<file path="config.mk">
export PLATFORM = sky130hd
export DESIGN_NAME = lhd_headroom_ctrl
export DESIGN_NICKNAME = d
export VERILOG_FILES = /design/src/lhd_pkg.sv /design/src/lhd_sync.sv /design/src/lhd_headroom_ctrl.sv
export SDC_FILE = /design/constraint.sdc
export NUM_CORES = 1
export LEC_CHECK = 0
export ABC_AREA = 1
export BUFFER_PORTS_ARGS = -buffer_cell sky130_fd_sc_hd__buf_2
export CELL_PAD_IN_SITES_DETAIL_PLACEMENT = 0
export CELL_PAD_IN_SITES_GLOBAL_PLACEMENT = 1
export CORE_AREA = 2 2 166 87
export CTS_BUF_LIST = sky130_fd_sc_hd__clkbuf_4 sky130_fd_sc_hd__clkbuf_8 sky130_fd_sc_hd__clkbuf_16
export DETAILED_ROUTE_END_ITERATION = 8
export DIE_AREA = 0 0 168 89
export MAX_ROUTING_LAYER = met4
export PLACE_DENSITY = 0.78
export REMOVE_ABC_BUFFERS = 1
export SLEW_MARGIN = 20
export SYNTH_ARGS = -nofsm -noshare
export SYNTH_HDL_FRONTEND = slang
export SYNTH_SLANG_ARGS = --single-unit
export TNS_END_PERCENT = 1
</file>
<file path="constraint.sdc">
create_clock -name core_clk -period 4 [get_ports core_clk]
set_input_delay 1.2 -clock core_clk [delete_from_list [all_inputs] [get_ports core_clk]]
set_output_delay 1.2 -clock core_clk [all_outputs]
set_load 0.005 [all_outputs]
</file>
<file path="src/lhd_pkg.sv">
`default_nettype none
package lhd_pkg;

  localparam int unsigned CLK_FREQ_HZ = 100_000_000;
  localparam int unsigned NUM_SINKS = 6;
  localparam int unsigned DAC_WIDTH = 8;

  // dim pin sampling rate and the divider that gives it
  localparam int unsigned DIM_SAMPLE_HZ = 20_000_000;
  localparam int unsigned DIM_DIV_CYC = CLK_FREQ_HZ / DIM_SAMPLE_HZ;

  // periodic headroom update while dimming sits at full duty
  localparam int unsigned UPDATE_INTERVAL_MS = 10;
  localparam int unsigned UPDATE_INTERVAL_CYC =
    (CLK_FREQ_HZ / 1000) * UPDATE_INTERVAL_MS;

  // leading-edge blanking, a least time: round up
  localparam int unsigned LEB_NS = 100;
  localparam int unsigned LEB_CYC =
    (LEB_NS * (CLK_FREQ_HZ / 1_000_000) + 999) / 1000;

  // switching period at the lowest switching frequency
  localparam int unsigned SW_FREQ_HZ = 400_000;
  localparam int unsigned SW_PERIOD_CYC = CLK_FREQ_HZ / SW_FREQ_HZ;

  // soft-start: one dac code every step time
  localparam int unsigned SS_STEP_US = 100;
  localparam int unsigned SS_STEP_CYC =
    (CLK_FREQ_HZ / 1_000_000) * SS_STEP_US;
  localparam logic [7:0] SS_TARGET_CODE = 8'h80;

  // reference dac: code 0 sits at the base, one code per lsb
  localparam int unsigned DAC_LSB_UV = 2500;
  localparam int unsigned DAC_BASE_UV = 612500;
  localparam int unsigned VREF_MIN_UV = 600000;
  localparam int unsigned VREF_MAX_UV = 1250000;
  localparam int unsigned DAC_MIN_RAW = (VREF_MIN_UV <= DAC_BASE_UV) ? 0 :
    (VREF_MIN_UV - DAC_BASE_UV + DAC_LSB_UV - 1) / DAC_LSB_UV;
  localparam int unsigned DAC_MAX_RAW =
    (VREF_MAX_UV - DAC_BASE_UV) / DAC_LSB_UV;
  localparam logic [7:0] DAC_CODE_MIN = DAC_MIN_RAW[7:0];
  localparam logic [7:0] DAC_CODE_MAX =
    (DAC_MAX_RAW > 255) ? 8'hFF : DAC_MAX_RAW[7:0];
  localparam logic [7:0] DAC_RESET_CODE = 8'h00;

  // fail-safe resistor code from the power-up measurement
  localparam int unsigned FS_RES_CODE_WIDTH = 4;
  localparam logic [1:0] FS_CUR_OFF = 2'h0;
  localparam logic [1:0] FS_CUR_25MA = 2'h0;
  localparam logic [1:0] FS_CUR_50MA = 2'h1;
  localparam logic [1:0] FS_CUR_75MA = 2'h2;
  localparam logic [1:0] FS_CUR_100MA = 2'h3;

  typedef enum logic [2:0] {
    LHD_OFF = 3'b001,
    LHD_SOFTSTART = 3'b010,
    LHD_RUN = 3'b100
  } lhd_state_t;

endpackage : lhd_pkg

`default_nettype wire

</file>
<file path="src/lhd_sync.sv">
`timescale 1ns/10ps
`default_nettype none

module lhd_sync #(
  parameter int unsigned WIDTH = 1
) (
  input wire logic core_clk,
  input wire logic rst,
  input wire logic [WIDTH-1:0] async_in,
  output logic [WIDTH-1:0] sync_out
);

  logic [WIDTH-1:0] meta_reg;
  logic [WIDTH-1:0] sync_reg;

  // first stage feeds only the second stage
  always_ff @(posedge core_clk or posedge rst) begin
    if (rst) begin
      meta_reg <= '0;
      sync_reg <= '0;
    end else begin
      meta_reg <= async_in;
      sync_reg <= meta_reg;
    end
  end

  assign sync_out = sync_reg;

endmodule : lhd_sync

`default_nettype wire

</file>
<file path="src/lhd_headroom_ctrl.sv">
`timescale 1ns/10ps
`default_nettype none

module lhd_headroom_ctrl #(
  parameter int unsigned UPDATE_CYC = lhd_pkg::UPDATE_INTERVAL_CYC,
  parameter int unsigned SS_STEP = lhd_pkg::SS_STEP_CYC,
  parameter int unsigned SW_PERIOD = lhd_pkg::SW_PERIOD_CYC
) (
  input wire logic core_clk,
  input wire logic rst,
  input wire logic enable_pin,
  input wire logic supply_uv_ok,
  input wire logic vcc_uv_ok,
  input wire logic failsafe_force_pin,
  input wire logic [lhd_pkg::FS_RES_CODE_WIDTH-1:0] failsafe_res_code,
  input wire logic dim_pin,
  input wire logic cs_trip,
  input wire logic [lhd_pkg::NUM_SINKS-1:0] sink_below_low,
  input wire logic [lhd_pkg::NUM_SINKS-1:0] sink_above_high,
  input wire logic [lhd_pkg::NUM_SINKS-1:0] sink_enable_cfg,
  input wire logic [lhd_pkg::NUM_SINKS-1:0] sink_duty_cfg,
  input wire logic boost_enable_cfg,
  output logic regulator_enable,
  output logic serial_if_enable,
  output logic switch_gate_drive,
  output logic [lhd_pkg::NUM_SINKS-1:0] sink_drive,
  output logic [lhd_pkg::DAC_WIDTH-1:0] dac_code,
  output logic failsafe_active,
  output logic [1:0] failsafe_current_sel,
  output logic bus_addr_alt,
  output logic softstart_done
);
  import lhd_pkg::*;

  localparam int unsigned UW = $clog2(UPDATE_CYC + 1);
  localparam int unsigned SW = $clog2(SS_STEP + 1);
  localparam int unsigned PW = $clog2(SW_PERIOD + 1);
  localparam int unsigned DW = $clog2(DIM_DIV_CYC + 1);
  localparam int unsigned NS = NUM_SINKS;

  // current select in [2:1], alternate address in [0]
  function automatic logic [2:0] fs_res_decode(
    input logic [FS_RES_CODE_WIDTH-1:0] code
  );
    logic [2:0] res;
    res = {FS_CUR_OFF, 1'b0};
    unique case (code)
      4'h0: res = {FS_CUR_OFF, 1'b0};
      4'h1: res = {FS_CUR_25MA, 1'b0};
      4'h2: res = {FS_CUR_25MA, 1'b1};
      4'h3: res = {FS_CUR_50MA, 1'b0};
      4'h4: res = {FS_CUR_50MA, 1'b1};
      4'h5: res = {FS_CUR_75MA, 1'b0};
      4'h6: res = {FS_CUR_75MA, 1'b1};
      4'h7: res = {FS_CUR_100MA, 1'b0};
      4'h8: res = {FS_CUR_100MA, 1'b1};
      default: res = {FS_CUR_OFF, 1'b0};
    endcase
    return res;
  endfunction : fs_res_decode

  logic en_s, sup_s, vcc_s, fs_s, dim_s, cs_s;
  logic [FS_RES_CODE_WIDTH-1:0] fsc_s;
  logic [NS-1:0] low_s, high_s;

  lhd_sync #(.WIDTH(6 + FS_RES_CODE_WIDTH + 2 * NS)) u_sync (
    .core_clk(core_clk),
    .rst(rst),
    .async_in({enable_pin, supply_uv_ok, vcc_uv_ok, failsafe_force_pin,
      dim_pin, cs_trip, failsafe_res_code, sink_below_low, sink_above_high}),
    .sync_out({en_s, sup_s, vcc_s, fs_s, dim_s, cs_s, fsc_s, low_s, high_s})
  );

  lhd_state_t state_reg, state_next;
  logic reg_en_reg, reg_en_next;
  logic sif_en_reg, sif_en_next;
  logic fs_act_reg, fs_act_next;
  logic strap_done_reg, strap_done_next;
  logic [1:0] fs_cur_reg, fs_cur_next;
  logic addr_alt_reg, addr_alt_next;
  logic [NS-1:0] sink_reg, sink_next;
  logic ss_done_reg, ss_done_next;
  logic [DAC_WIDTH-1:0] dac_reg, dac_next;

  logic start_ok;
  assign start_ok = en_s & sup_s & vcc_s;

  // enable, lockout, fail-safe and state control
  always_comb begin
    state_next = state_reg;
    reg_en_next = en_s & sup_s;
    sif_en_next = en_s & sup_s;
    strap_done_next = strap_done_reg;
    fs_cur_next = fs_cur_reg;
    addr_alt_next = addr_alt_reg;
    // resistor read once at power-up; later changes have no effect
    if (start_ok && !strap_done_reg) begin
      strap_done_next = 1'b1;
      {fs_cur_next, addr_alt_next} = fs_res_decode(fsc_s);
    end
    fs_act_next = start_ok & fs_s;
    unique case (state_reg)
      LHD_OFF: begin
        if (start_ok) begin
          state_next = LHD_SOFTSTART;
        end
      end
      LHD_SOFTSTART: begin
        if (!start_ok) begin
          state_next = LHD_OFF;
        end else if (dac_reg >= SS_TARGET_CODE) begin
          state_next = LHD_RUN;
        end
      end
      LHD_RUN: begin
        if (!start_ok) begin
          state_next = LHD_OFF;
        end
      end
      default: state_next = LHD_OFF;
    endcase
    ss_done_next = (state_next == LHD_RUN);
    if (state_next == LHD_OFF) begin
      sink_next = '0;
    end else if (start_ok && fs_s) begin
      sink_next = '1;
    end else begin
      sink_next = sink_enable_cfg & sink_duty_cfg;
    end
  end

  always_ff @(posedge core_clk or posedge rst) begin
    if (rst) begin
      state_reg <= LHD_OFF;
      reg_en_reg <= 1'b0;
      sif_en_reg <= 1'b0;
      fs_act_reg <= 1'b0;
      strap_done_reg <= 1'b0;
      fs_cur_reg <= FS_CUR_OFF;
      addr_alt_reg <= 1'b0;
      sink_reg <= '0;
      ss_done_reg <= 1'b0;
    end else begin
      state_reg <= state_next;
      reg_en_reg <= reg_en_next;
      sif_en_reg <= sif_en_next;
      fs_act_reg <= fs_act_next;
      strap_done_reg <= strap_done_next;
      fs_cur_reg <= fs_cur_next;
      addr_alt_reg <= addr_alt_next;
      sink_reg <= sink_next;
      ss_done_reg <= ss_done_next;
    end
  end

  // dim sampling and update tick
  logic [DW-1:0] div_reg, div_next;
  logic dim_smp_reg, dim_smp_next;
  logic dim_prev_reg, dim_prev_next;
  logic [UW-1:0] ivl_reg, ivl_next;
  logic tick_reg, tick_next;

  always_comb begin
    div_next = div_reg;
    dim_smp_next = dim_smp_reg;
    dim_prev_next = dim_prev_reg;
    ivl_next = ivl_reg;
    tick_next = 1'b0;
    if (div_reg == DW'(DIM_DIV_CYC - 1)) begin
      div_next = '0;
      dim_smp_next = dim_s;
      dim_prev_next = dim_smp_reg;
    end else begin
      div_next = div_reg + DW'(1);
    end
    if (dim_prev_reg && !dim_smp_reg && div_reg == '0) begin
      tick_next = 1'b1;
      ivl_next = '0;
    end else if (!dim_smp_reg) begin
      ivl_next = '0;
    end else if (ivl_reg == UW'(UPDATE_CYC - 1)) begin
      tick_next = 1'b1;
      ivl_next = '0;
    end else begin
      ivl_next = ivl_reg + UW'(1);
    end
  end

  always_ff @(posedge core_clk or posedge rst) begin
    if (rst) begin
      div_reg <= '0;
      dim_smp_reg <= 1'b0;
      dim_prev_reg <= 1'b0;
      ivl_reg <= '0;
      tick_reg <= 1'b0;
    end else begin
      div_reg <= div_next;
      dim_smp_reg <= dim_smp_next;
      dim_prev_reg <= dim_prev_next;
      ivl_reg <= ivl_next;
      tick_reg <= tick_next;
    end
  end

  // headroom counter, which is the dac code itself
  logic [SW-1:0] ss_cnt_reg, ss_cnt_next;
  logic any_low, all_high;

  always_comb begin
    // disabled sinks neither ask for more nor block a step down
    any_low = |(low_s & sink_enable_cfg);
    all_high = (|sink_enable_cfg) &&
      ((high_s & sink_enable_cfg) == sink_enable_cfg);
    dac_next = dac_reg;
    ss_cnt_next = '0;
    unique case (state_reg)
      LHD_OFF: dac_next = DAC_RESET_CODE;
      LHD_SOFTSTART: begin
        if (ss_cnt_reg == SW'(SS_STEP - 1)) begin
          dac_next = dac_reg + 8'h01;
        end else begin
          ss_cnt_next = ss_cnt_reg + SW'(1);
        end
      end
      LHD_RUN: begin
        if (tick_reg && any_low && dac_reg < DAC_CODE_MAX) begin
          dac_next = dac_reg + 8'h01;
        end else if (tick_reg && !any_low && all_high &&
            dac_reg > DAC_CODE_MIN) begin
          dac_next = dac_reg - 8'h01;
        end
        // one code is one lsb of the reference
        if (dac_next < DAC_CODE_MIN) begin
          dac_next = DAC_CODE_MIN;
        end else if (dac_next > DAC_CODE_MAX) begin
          dac_next = DAC_CODE_MAX;
        end
      end
      default: dac_next = DAC_RESET_CODE;
    endcase
  end

  always_ff @(posedge core_clk or posedge rst) begin
    if (rst) begin
      dac_reg <= DAC_RESET_CODE;
      ss_cnt_reg <= '0;
    end else begin
      dac_reg <= dac_next;
      ss_cnt_reg <= ss_cnt_next;
    end
  end

  // switching cycle and gate drive
  logic [PW-1:0] per_reg, per_next;
  logic gate_reg, gate_next;
  logic conv_run;

  // fail-safe runs the converter whatever the configuration says
  assign conv_run = (state_reg != LHD_OFF) &&
    (fs_act_reg || boost_enable_cfg);

  always_comb begin
    per_next = '0;
    gate_next = 1'b0;
    if (conv_run) begin
      if (per_reg == PW'(SW_PERIOD - 1)) begin
        per_next = '0;
      end else begin
        per_next = per_reg + PW'(1);
      end
      if (per_next == '0) begin
        gate_next = 1'b1;
      end else if (gate_reg && per_reg >= PW'(LEB_CYC) && cs_s) begin
        gate_next = 1'b0;
      end else begin
        gate_next = gate_reg;
      end
    end
  end

  always_ff @(posedge core_clk or posedge rst) begin
    if (rst) begin
      per_reg <= '0;
      gate_reg <= 1'b0;
    end else begin
      per_reg <= per_next;
      gate_reg <= gate_next;
    end
  end

  assign regulator_enable = reg_en_reg;
  assign serial_if_enable = sif_en_reg;
  assign switch_gate_drive = gate_reg;
  assign sink_drive = sink_reg;
  assign dac_code = dac_reg;
  assign failsafe_active = fs_act_reg;
  assign failsafe_current_sel = fs_cur_reg;
  assign bus_addr_alt = addr_alt_reg;
  assign softstart_done = ss_done_reg;

endmodule : lhd_headroom_ctrl

`default_nettype wire

</file>
==> results of run 1 <==
## worst paths after layout
path / endpoint / slack (ns) / startpoint / cells after the start
worst max-delay path: dac_code[3] / 1.62 / dac_code[3] / 1
worst min-delay path: u_sync.sync_out[21] / 0.34 / u_sync.meta_reg[21] / 0
worst max register to register: ivl_reg[14] / 2.15 / ivl_reg[0] / 7
worst min register to register: u_sync.sync_out[21] / 0.34 / u_sync.meta_reg[21] / 0
max in group asynchronous: state_reg[0] / 2.32 / rst / 3
min in group asynchronous: u_sync.meta_reg[12] / 0.87 / rst / 2
## power by group through the flow
stage	logic, mW	clock network [mW]	registers (mW)
2_1_floorplan	0.108	0	1.28
3_3_place_gp	0.182	0	1.29
3_5_place_dp	0.182	0	1.29
4_1_cts	0.184	1.62	1.27
5_1_grt	0.206	1.68	1.27
6_report	0.178	1.59	1.27
## through the flow
stage                     total power, mW  instance area (µm²)   util
after floorplan                      1.39                 5230      -
after global placement               1.47                 5770  0.433
after detailed placement             1.47                 5770  0.433
after CTS                            3.07                 6390  0.480
after global routing                 3.16                 6390  0.480
final                                3.04                 6390  0.480
## routing by layer
metal,vias up,share of wire
met1,1859,0.47
met5,-,0
met2,65,0.48
li1,2022,-
met3,12,0.038
met4,0,0.013
## cells in the mapped netlist (all sizes together)
cell type  number
or2             5
dfstp           1
xnor2           3
a21boi          1
nor2           90
and3            2
o21bai          1
nor4            2
dfrtp         116
nand3          42
ha             14
clkinv          1
nand2         107
buf             8
a211oi          1
nor3b           1
o21ai          26
nor3           19
inv            75
a31oi           7
a21oi          35
nand4          12
xor2           11
o21a            3
nand3b          2
## cell type report
type	instances	area (µm²)	share of cell area
Inverter	76	288	0.0450
Clock buffer	21	474	0.0742
Timing Repair Buffer	59	310	0.0485
Tap cell	176	220	0.0344
Sequential cell	117	2930	0.458
Clock inverter	10	153	0.0239
Multi-Input combinational cell	384	2020	0.316
## cells by family (layout without fill, tap and decap cells)
group / Yosys count / count (layout)
xor+xnor: 14 / 14
compound gates: 74 / 74
fa+ha+maj: 14 / 14
buf+inv: 84 / 166
simple gates: 282 / 282
flops: 117 / 117
==> summary.md, run 1 <==
| Metric | Value |
|---|---|
| Final hold slack | `~0.34 ns` |
| Netlist cell types | `38` |
| Final-report hold violation count | `0` |
| Worst path bufs/invs | `1` |
| Post-DP HPWL | `7.38 mm` |
| CTS Root Cell | `clkbuf_16` |
| Synthesis-to-layout area growth | `20.5%` |
| Required time worst endpoint | `2.80 ns` |
| Placeable Area | `0.0133 mm²` |
| Port Buf Inserts | `58` |
| Initial DRC count | `around 230` |
| CP max-delay cell | `dfrtp_1` |
| Register area share after synthesis | `0.552` |
| Clock sink total | `approximately 120` |
| CTS clk-pin slew, worst paths | `roughly 0.050 ns` |
| Endpoints failing setup | `0` |
| CTS tree | `built` |
| Wire length per cell | `~13 µm` |
| Worst-Margin Slew | `0.636 ns` |
| Worst setup SP type | `flip-flop` |
| GRT overflow | `0` |
| Worst path cell trace | `buf_2` |
| CP endpoint kind | `output pin` |
| Post-Synth Simple-Gate Area | `0.247` |
| Tcrit/Tclk final | `0.595` |
| Die extent in y | `about 89 µm` |
| Status | `finished, final reports clean` |
| Clock power frac | `0.524` |
| Mapped Area | `0.00530 mm²` |
| DRC Markers | `0` |
| WS Path Type | `reg -> out` |
| Mux share of post-synthesis cell area | `0` |
| FP Rows | `30` |
| GRT Total Usage | `0.162` |
| Met2 Use GR | `0.267` |
| Post-cts sizing count | `0` |
| Synth Instances | `between 500 and 600` |
| Tmin final | `roughly 2.4 ns` |
| Post-CTS setup buffer count | `0` |
| CP max FO | `10` |
| Initial antenna violation count | `0` |
| P_leak | `roughly 3.1 nW` |
| Worst hold-check path type | `reg -> reg` |
| GR met1 Demand/Resource | `0.191` |
| # H-tree levels | `4` |
| Commonest non-fill, non-tap cells in the layout | `dfrtp_1 (116), nand2_1 (103), nor2_1 (80)` |
| Commonest non-fill, non-tap cell in the layout | `dfrtp_1` |
| Biggest area consumer among synthesized cells | `dfrtp_1` |
| Cell area power density | `475 mW/mm²` |
| FF+latch count, synth | `117` |
| Gpl congestion | `around 0.83` |
| Fin worst setup slack | `between 1.5 and 2 ns` |
| Clock Path Buffers | `2` |
| Max-cap violations | `0` |
| Placed Instances | `~810` |
| Number of global-route vias before repair | `slightly below 4000` |
| Filler Cell Count | `about 1200` |
| Adder-cell area share of the yosys netlist | `0.0330` |
| Nets | `706` |
| Post-synthesis compound-gate area fraction | `0.0771` |
| Antenna Nets Post-Route | `0` |
| Worst-Skew Late Latency | `0.40 ns` |
| Hold buffers post-CTS | `0` |
| Switching Fraction | `0.210` |
| Gr busiest metal | `met2` |
| Worst Clk Skew | `just under 0.008 ns` |
| CP delay by family, top | `flip-flops` |
| Syn avg cell area | `~9.1 µm²` |
| Pint | `~2.4 mW` |
| Via/cell ratio | `between 4 and 5` |
| Drt first pass iters | `4` |
| Setup Total Neg Slack | `0 ns` |
| Post-Layout Cell Count | `about 840` |
| M3 GR Usage | `0.0456` |
| Largest family of logic cells by synthesized area | `simple AND/OR/NAND/NOR gates` |
| Share of cells above drive strength 1 | `0.195` |
| Drt total wl | `roughly 11 mm` |
| First-pass GRT wire length | `approximately 18 mm` |
| RSZ-0062 raised after global routing | `false` |
| Worst vdd ir | `213 µV` |
| Starting Density | `0.398` |
| Antenna fix cells | `0` |
| I/O Pins | `approximately 60` |
| Fmax | `between 400 and 500 MHz` |
| Largest net degree at the start of global routing | `slightly above 70` |
| Flop pwr share | `0.417` |
| Area fraction of the dominant cell type after synthesis | `0.547` |
| Final Max Tran Viols | `0` |
| Ranking of synthesized cells by area | `dfrtp_1 (55%), nand2_1 (7.3%), nor2_1 (5.7%)` |
| Dpl ws | `1.64 ns` |
| Combinational power share | `0.059` |
| Switching power | `roughly 0.64 mW` |
| Vias post-DR | `~4000` |
| Critical path arrival | `between 1 and 1.5 ns` |
| Die ar. | `around 0.015 mm²` |
| CTS buffer count | `17` |
| Slew headroom | `0.573` |
| Crit-path max cell delay | `roughly 0.59 ns` |
| Xor and xnor area share after synthesis | `0.0231` |
| YS warnings | `0` |
| Die width | `roughly 170 µm` |
Note: power is estimated with default switching activity, not from simulation.
==> run 2, diff against run 1 <==
--- a/config.mk
+++ b/config.mk
@@ -5,16 +5,16 @@
 export SDC_FILE = /design/constraint.sdc
 export NUM_CORES = 1
 export LEC_CHECK = 0
-export ABC_AREA = 1
+export ABC_AREA = 0
 export BUFFER_PORTS_ARGS = -buffer_cell sky130_fd_sc_hd__buf_2
 export CELL_PAD_IN_SITES_DETAIL_PLACEMENT = 0
 export CELL_PAD_IN_SITES_GLOBAL_PLACEMENT = 1
-export CORE_AREA = 2 2 166 87
+export CORE_AREA = 2 2 152 80
 export CTS_BUF_LIST = sky130_fd_sc_hd__clkbuf_4 sky130_fd_sc_hd__clkbuf_8 sky130_fd_sc_hd__clkbuf_16
 export DETAILED_ROUTE_END_ITERATION = 8
-export DIE_AREA = 0 0 168 89
+export DIE_AREA = 0 0 154 82
 export MAX_ROUTING_LAYER = met4
-export PLACE_DENSITY = 0.78
+export PLACE_DENSITY = 0.82
 export REMOVE_ABC_BUFFERS = 1
 export SLEW_MARGIN = 20
 export SYNTH_ARGS = -nofsm -noshare
==> constraint.sdc (replaced) <==
create_clock -name core_clk -period 2.3 [get_ports core_clk]
set_input_delay 0.69 -clock core_clk [delete_from_list [all_inputs] [get_ports core_clk]]
set_output_delay 0.69 -clock core_clk [all_outputs]
set_load 0.005 [all_outputs]
==> summary.md, run 2 <==
| Metric | Value |
|---|---|
| Netlist cell types | `59 (was 38)` |
| Footprint of the multi-input gates | `0.00203 mm² (was 0.00202 mm²)` |
| Critical path arrival | `2.45 ns (was 1.18 ns)` |
| WS Path Type | `reg -> reg (was reg -> out)` |
| Largest net degree at the start of global routing | `37 (was 71)` |
| CTS buffer count | `17 (unchanged)` |
| Worst-Skew Late Latency | `0.41 ns (was 0.40 ns)` |
| Antenna fix cells | `0 (unchanged)` |
| Setup slack, reg-to-reg | `0.12 ns (was 2.15 ns)` |
| Syn avg cell area | `10.7 µm² (was 9.07 µm²)` |
| Die extent in y | `82 µm (was 89 µm)` |
| Endpoints failing setup | `0 (unchanged)` |
| Required time worst endpoint | `2.58 ns (was 2.80 ns)` |
| Area occupied by registers | `0.00293 mm² (unchanged)` |
| Tmin final | `2.18 ns` |
| Filler Cell Count | `959 (was 1245)` |
| EDFF count, synth | `0 (unchanged)` |
| Post-DP HPWL | `8.07 mm (was 7.38 mm)` |
| Final-report hold violation count | `0 (unchanged)` |
| Area fraction of the dominant cell type after synthesis | `0.569 (was 0.547)` |
| DRC Markers | `0 (unchanged)` |
| CTS clk-pin slew, worst paths | `0.05 ns (about the same)` |
| YS warnings | `0 (unchanged)` |
| RSZ-0062 raised after global routing | `false (unchanged)` |
| Dpl ws | `-0.0919 ns (was 1.64 ns)` |
| CP Launch Point | `ss_cnt_reg[6] (was dac_code[3])` |
| Antenna Nets Post-Route | `0 (unchanged)` |
| Fin worst setup slack | `0.123 ns (was 1.62 ns)` |
| Mapped Area | `0.00510 mm² (was 0.00530 mm²)` |
| Synth Instances | `475 (was 585)` |
| RR Endpoint | `dac_code[6] (was ivl_reg[14])` |
| Placed Instance Area | `0.00571 mm² (was 0.00577 mm²)` |
| Share of cells above drive strength 1 | `0.219 (was 0.195)` |
| Crit-path max cell delay | `0.55 ns (was 0.59 ns)` |
| Port Buf Inserts | `58 (unchanged)` |
| # H-tree levels | `4 (unchanged)` |
| CP endpoint kind | `flip-flop (was output pin)` |
| GRT overflow | `0 (unchanged)` |
| Cell area power density | `805 mW/mm² (was 475 mW/mm²)` |
| Fmax | `roughly 460 MHz` |
| Async set-reset flop share out of synthesis | `1.00 (unchanged)` |
| Wire length per cell | `15.7 µm (was 12.6 µm)` |
| Total Power | `5.08 mW (was 3.04 mW)` |
| Die width | `154 µm (was 168 µm)` |
| Drt first pass iters | `5 (was 4)` |
| First-pass GRT wire length | `18.9 mm (was 18.2 mm)` |
| Tcrit/Tclk final | `0.947` |
| Initial antenna violation count | `0 (unchanged)` |
| Commonest non-fill, non-tap cell in the layout | `dfrtp_1 (unchanged)` |
| Commonest non-fill, non-tap cells in the layout | `dfrtp_1 (116), nor2_1 (66), buf_2 (58) (was dfrtp_1 (116), nand2_1 (103), nor2_1 (80))` |
| Gpl congestion | `0.982 (was 0.833)` |
| Post-CTS setup buffer count | `0 (unchanged)` |
| GRT Total Usage | `0.203 (was 0.162)` |
| Die ar. | `0.0126 mm² (was 0.0150 mm²)` |
| Top-count cell post-synth | `dfrtp_1 (unchanged)` |
| Clock Path Buffers | `2 (unchanged)` |
| Drt total wl | `11.4 mm (was 10.6 mm)` |
| Biggest area consumer among synthesized cells | `dfrtp_1 (unchanged)` |
| Synthesis-to-layout area growth | `23.6% (was 20.5%)` |
| FP Rows | `28 (was 30)` |
| FF-to-FF Start | `ss_cnt_reg[6] (was ivl_reg[0])` |
| Hold buffers post-CTS | `0 (unchanged)` |
| Number of global-route vias before repair | `3772 (was 3865)` |
| Worst Clk Skew | `0.00850 ns (was 0.00783 ns)` |
| CP max FO | `8 (was 10)` |
| Slew headroom | `0.593 (was 0.573)` |
| Crit path to | `dac_code[6] (was dac_code[3])` |
| Final Max Tran Viols | `0 (unchanged)` |
| Register area share after synthesis | `0.574 (was 0.552)` |
| Post-cts sizing count | `0 (unchanged)` |
| CP max-delay cell | `or4_4 (was dfrtp_1)` |
| Worst setup SP type | `flip-flop (unchanged)` |
| FF+latch count, synth | `117 (unchanged)` |
| Reg2reg path depth | `6 (was 7)` |
| Max-cap violations | `0 (unchanged)` |
| CTS Root Cell | `clkbuf_16 (unchanged)` |
| Post-route cell area | `0.00630 mm² (was 0.00639 mm²)` |
| Dominant synthesized flop cell | `dfrtp_1 (unchanged)` |
| Ranking of synthesized cells by area | `dfrtp_1 (57%), nor2_1 (4.9%), ha_1 (3.4%) (was dfrtp_1 (55%), nand2_1 (7.3%), nor2_1 (5.7%))` |
| Worst vdd ir | `497 µV (was 213 µV)` |
| Via/cell ratio | `5.30 (was 4.70)` |
| Worst path cell trace | `or4_4 > nor4_4 > nand2b_1 > nand3_1 > o221ai_1 > a211oi_1 (was buf_2)` |
| Most common library cells after synthesis | `dfrtp_1 (116), nor2_1 (66), nand2_1 (34), nand3_1 (25), a21oi_1 (22) (was dfrtp_1 (116), nand2_1 (103), nor2_1 (80), inv_1 (68), nand3_1 (37))` |
| Worst-Margin Slew | `0.608 ns (was 0.636 ns)` |
| Starting Density | `0.448 (was 0.398)` |
| Nets | `614 (was 706)` |
| CTS tree | `built (unchanged)` |
| Clock sink total | `117 (unchanged)` |
| Placeable Area | `0.0114 mm² (was 0.0133 mm²)` |
| Worst hold-check path type | `in -> async (was reg -> reg)` |
| Initial DRC count | `250 (was 229)` |
| Vias post-DR | `3845 (was 3958)` |
| P_leak | `2.92 nW (was 3.14 nW)` |
| I/O Pins | `59 (unchanged)` |
| Status | `finished, final reports clean (unchanged)` |
[run 2: cell type report]
class,instances,share of cell area
Clock buffer,20,0.0730
Timing Repair Buffer,81,0.0774
Tap cell,150,0.0298
Multi-Input combinational cell,326,0.322
Clock inverter,12,0.0206
Sequential cell,117,0.465
Inverter,20,0.0123
[run 2: cells by family after synthesis]
group	synth area share
xor gates and xnor gates	0.0652
DFF	0.574
AOI/OAI and AO/OA	0.0895
adders and majority gates	0.0343
and+or+nand+nor	0.193
buffers and inverters	0.0289
muxes	0.0145
[run 2: worst min-delay path by stage]
| stage | endpoint | cells after the start | start | slack (ns) |
|---|---|---|---|---|
| 2_1_floorplan | u_sync.sync_out[0] | 0 | u_sync.meta_reg[0] | 0.33 |
| 3_3_place_gp | u_sync.sync_out[6] | 0 | u_sync.meta_reg[6] | 0.33 |
| 3_5_place_dp | u_sync.sync_out[5] | 0 | u_sync.meta_reg[5] | 0.33 |
| 4_1_cts | u_sync.meta_reg[19] | 2 | rst | 0.30 |
| 5_1_grt | u_sync.meta_reg[19] | 2 | rst | 0.31 |
| 6_report | ivl_reg[13] | 2 | rst | 0.29 |
[run 2: per-layer routing]
layer / up-vias / share of wire / global-route usage / routed length [µm]
met4: 0 / 0.010 / 0.0813 / 116
met5: - / 0 / - / 0
met1: 1879 / 0.52 / 0.292 / 5890
met3: 14 / 0.062 / 0.0554 / 702
li1: 1822 / - / - / -
met2: 130 / 0.41 / 0.269 / 4690
[run 2: critical path, delay by kind of cell, from the launching register on]
kind	cells	cell delay (ns)
compound gates	2	0.21
flops	1	0.42
simple gates	4	1.42
[run 2: power breakdown]
group | internal [mW] | switching (mW) | leakage (nW) | total, mW
logic | 0.131 | 0.189 | 1.12 | 0.320
registers | 2.13 | 0.0387 | 1.51 | 2.17
clock network | 1.66 | 0.931 | 0.289 | 2.59
[run 2: stage by stage]
| stage | cells | hold WS, ns | TNS [ns] | utilization |
|---|---|---|---|---|
| 2_1_floorplan | 463 | 0.331 | -184.48 | - |
| 3_3_place_gp | 694 | 0.332 | -0.0177 | 0.502 |
| 3_5_place_dp | 694 | 0.335 | -0.160 | 0.502 |
| 4_1_cts | 726 | 0.299 | 0 | 0.554 |
| 5_1_grt | 726 | 0.312 | 0 | 0.554 |
| 6_report | 726 | 0.292 | 0 | 0.554 |
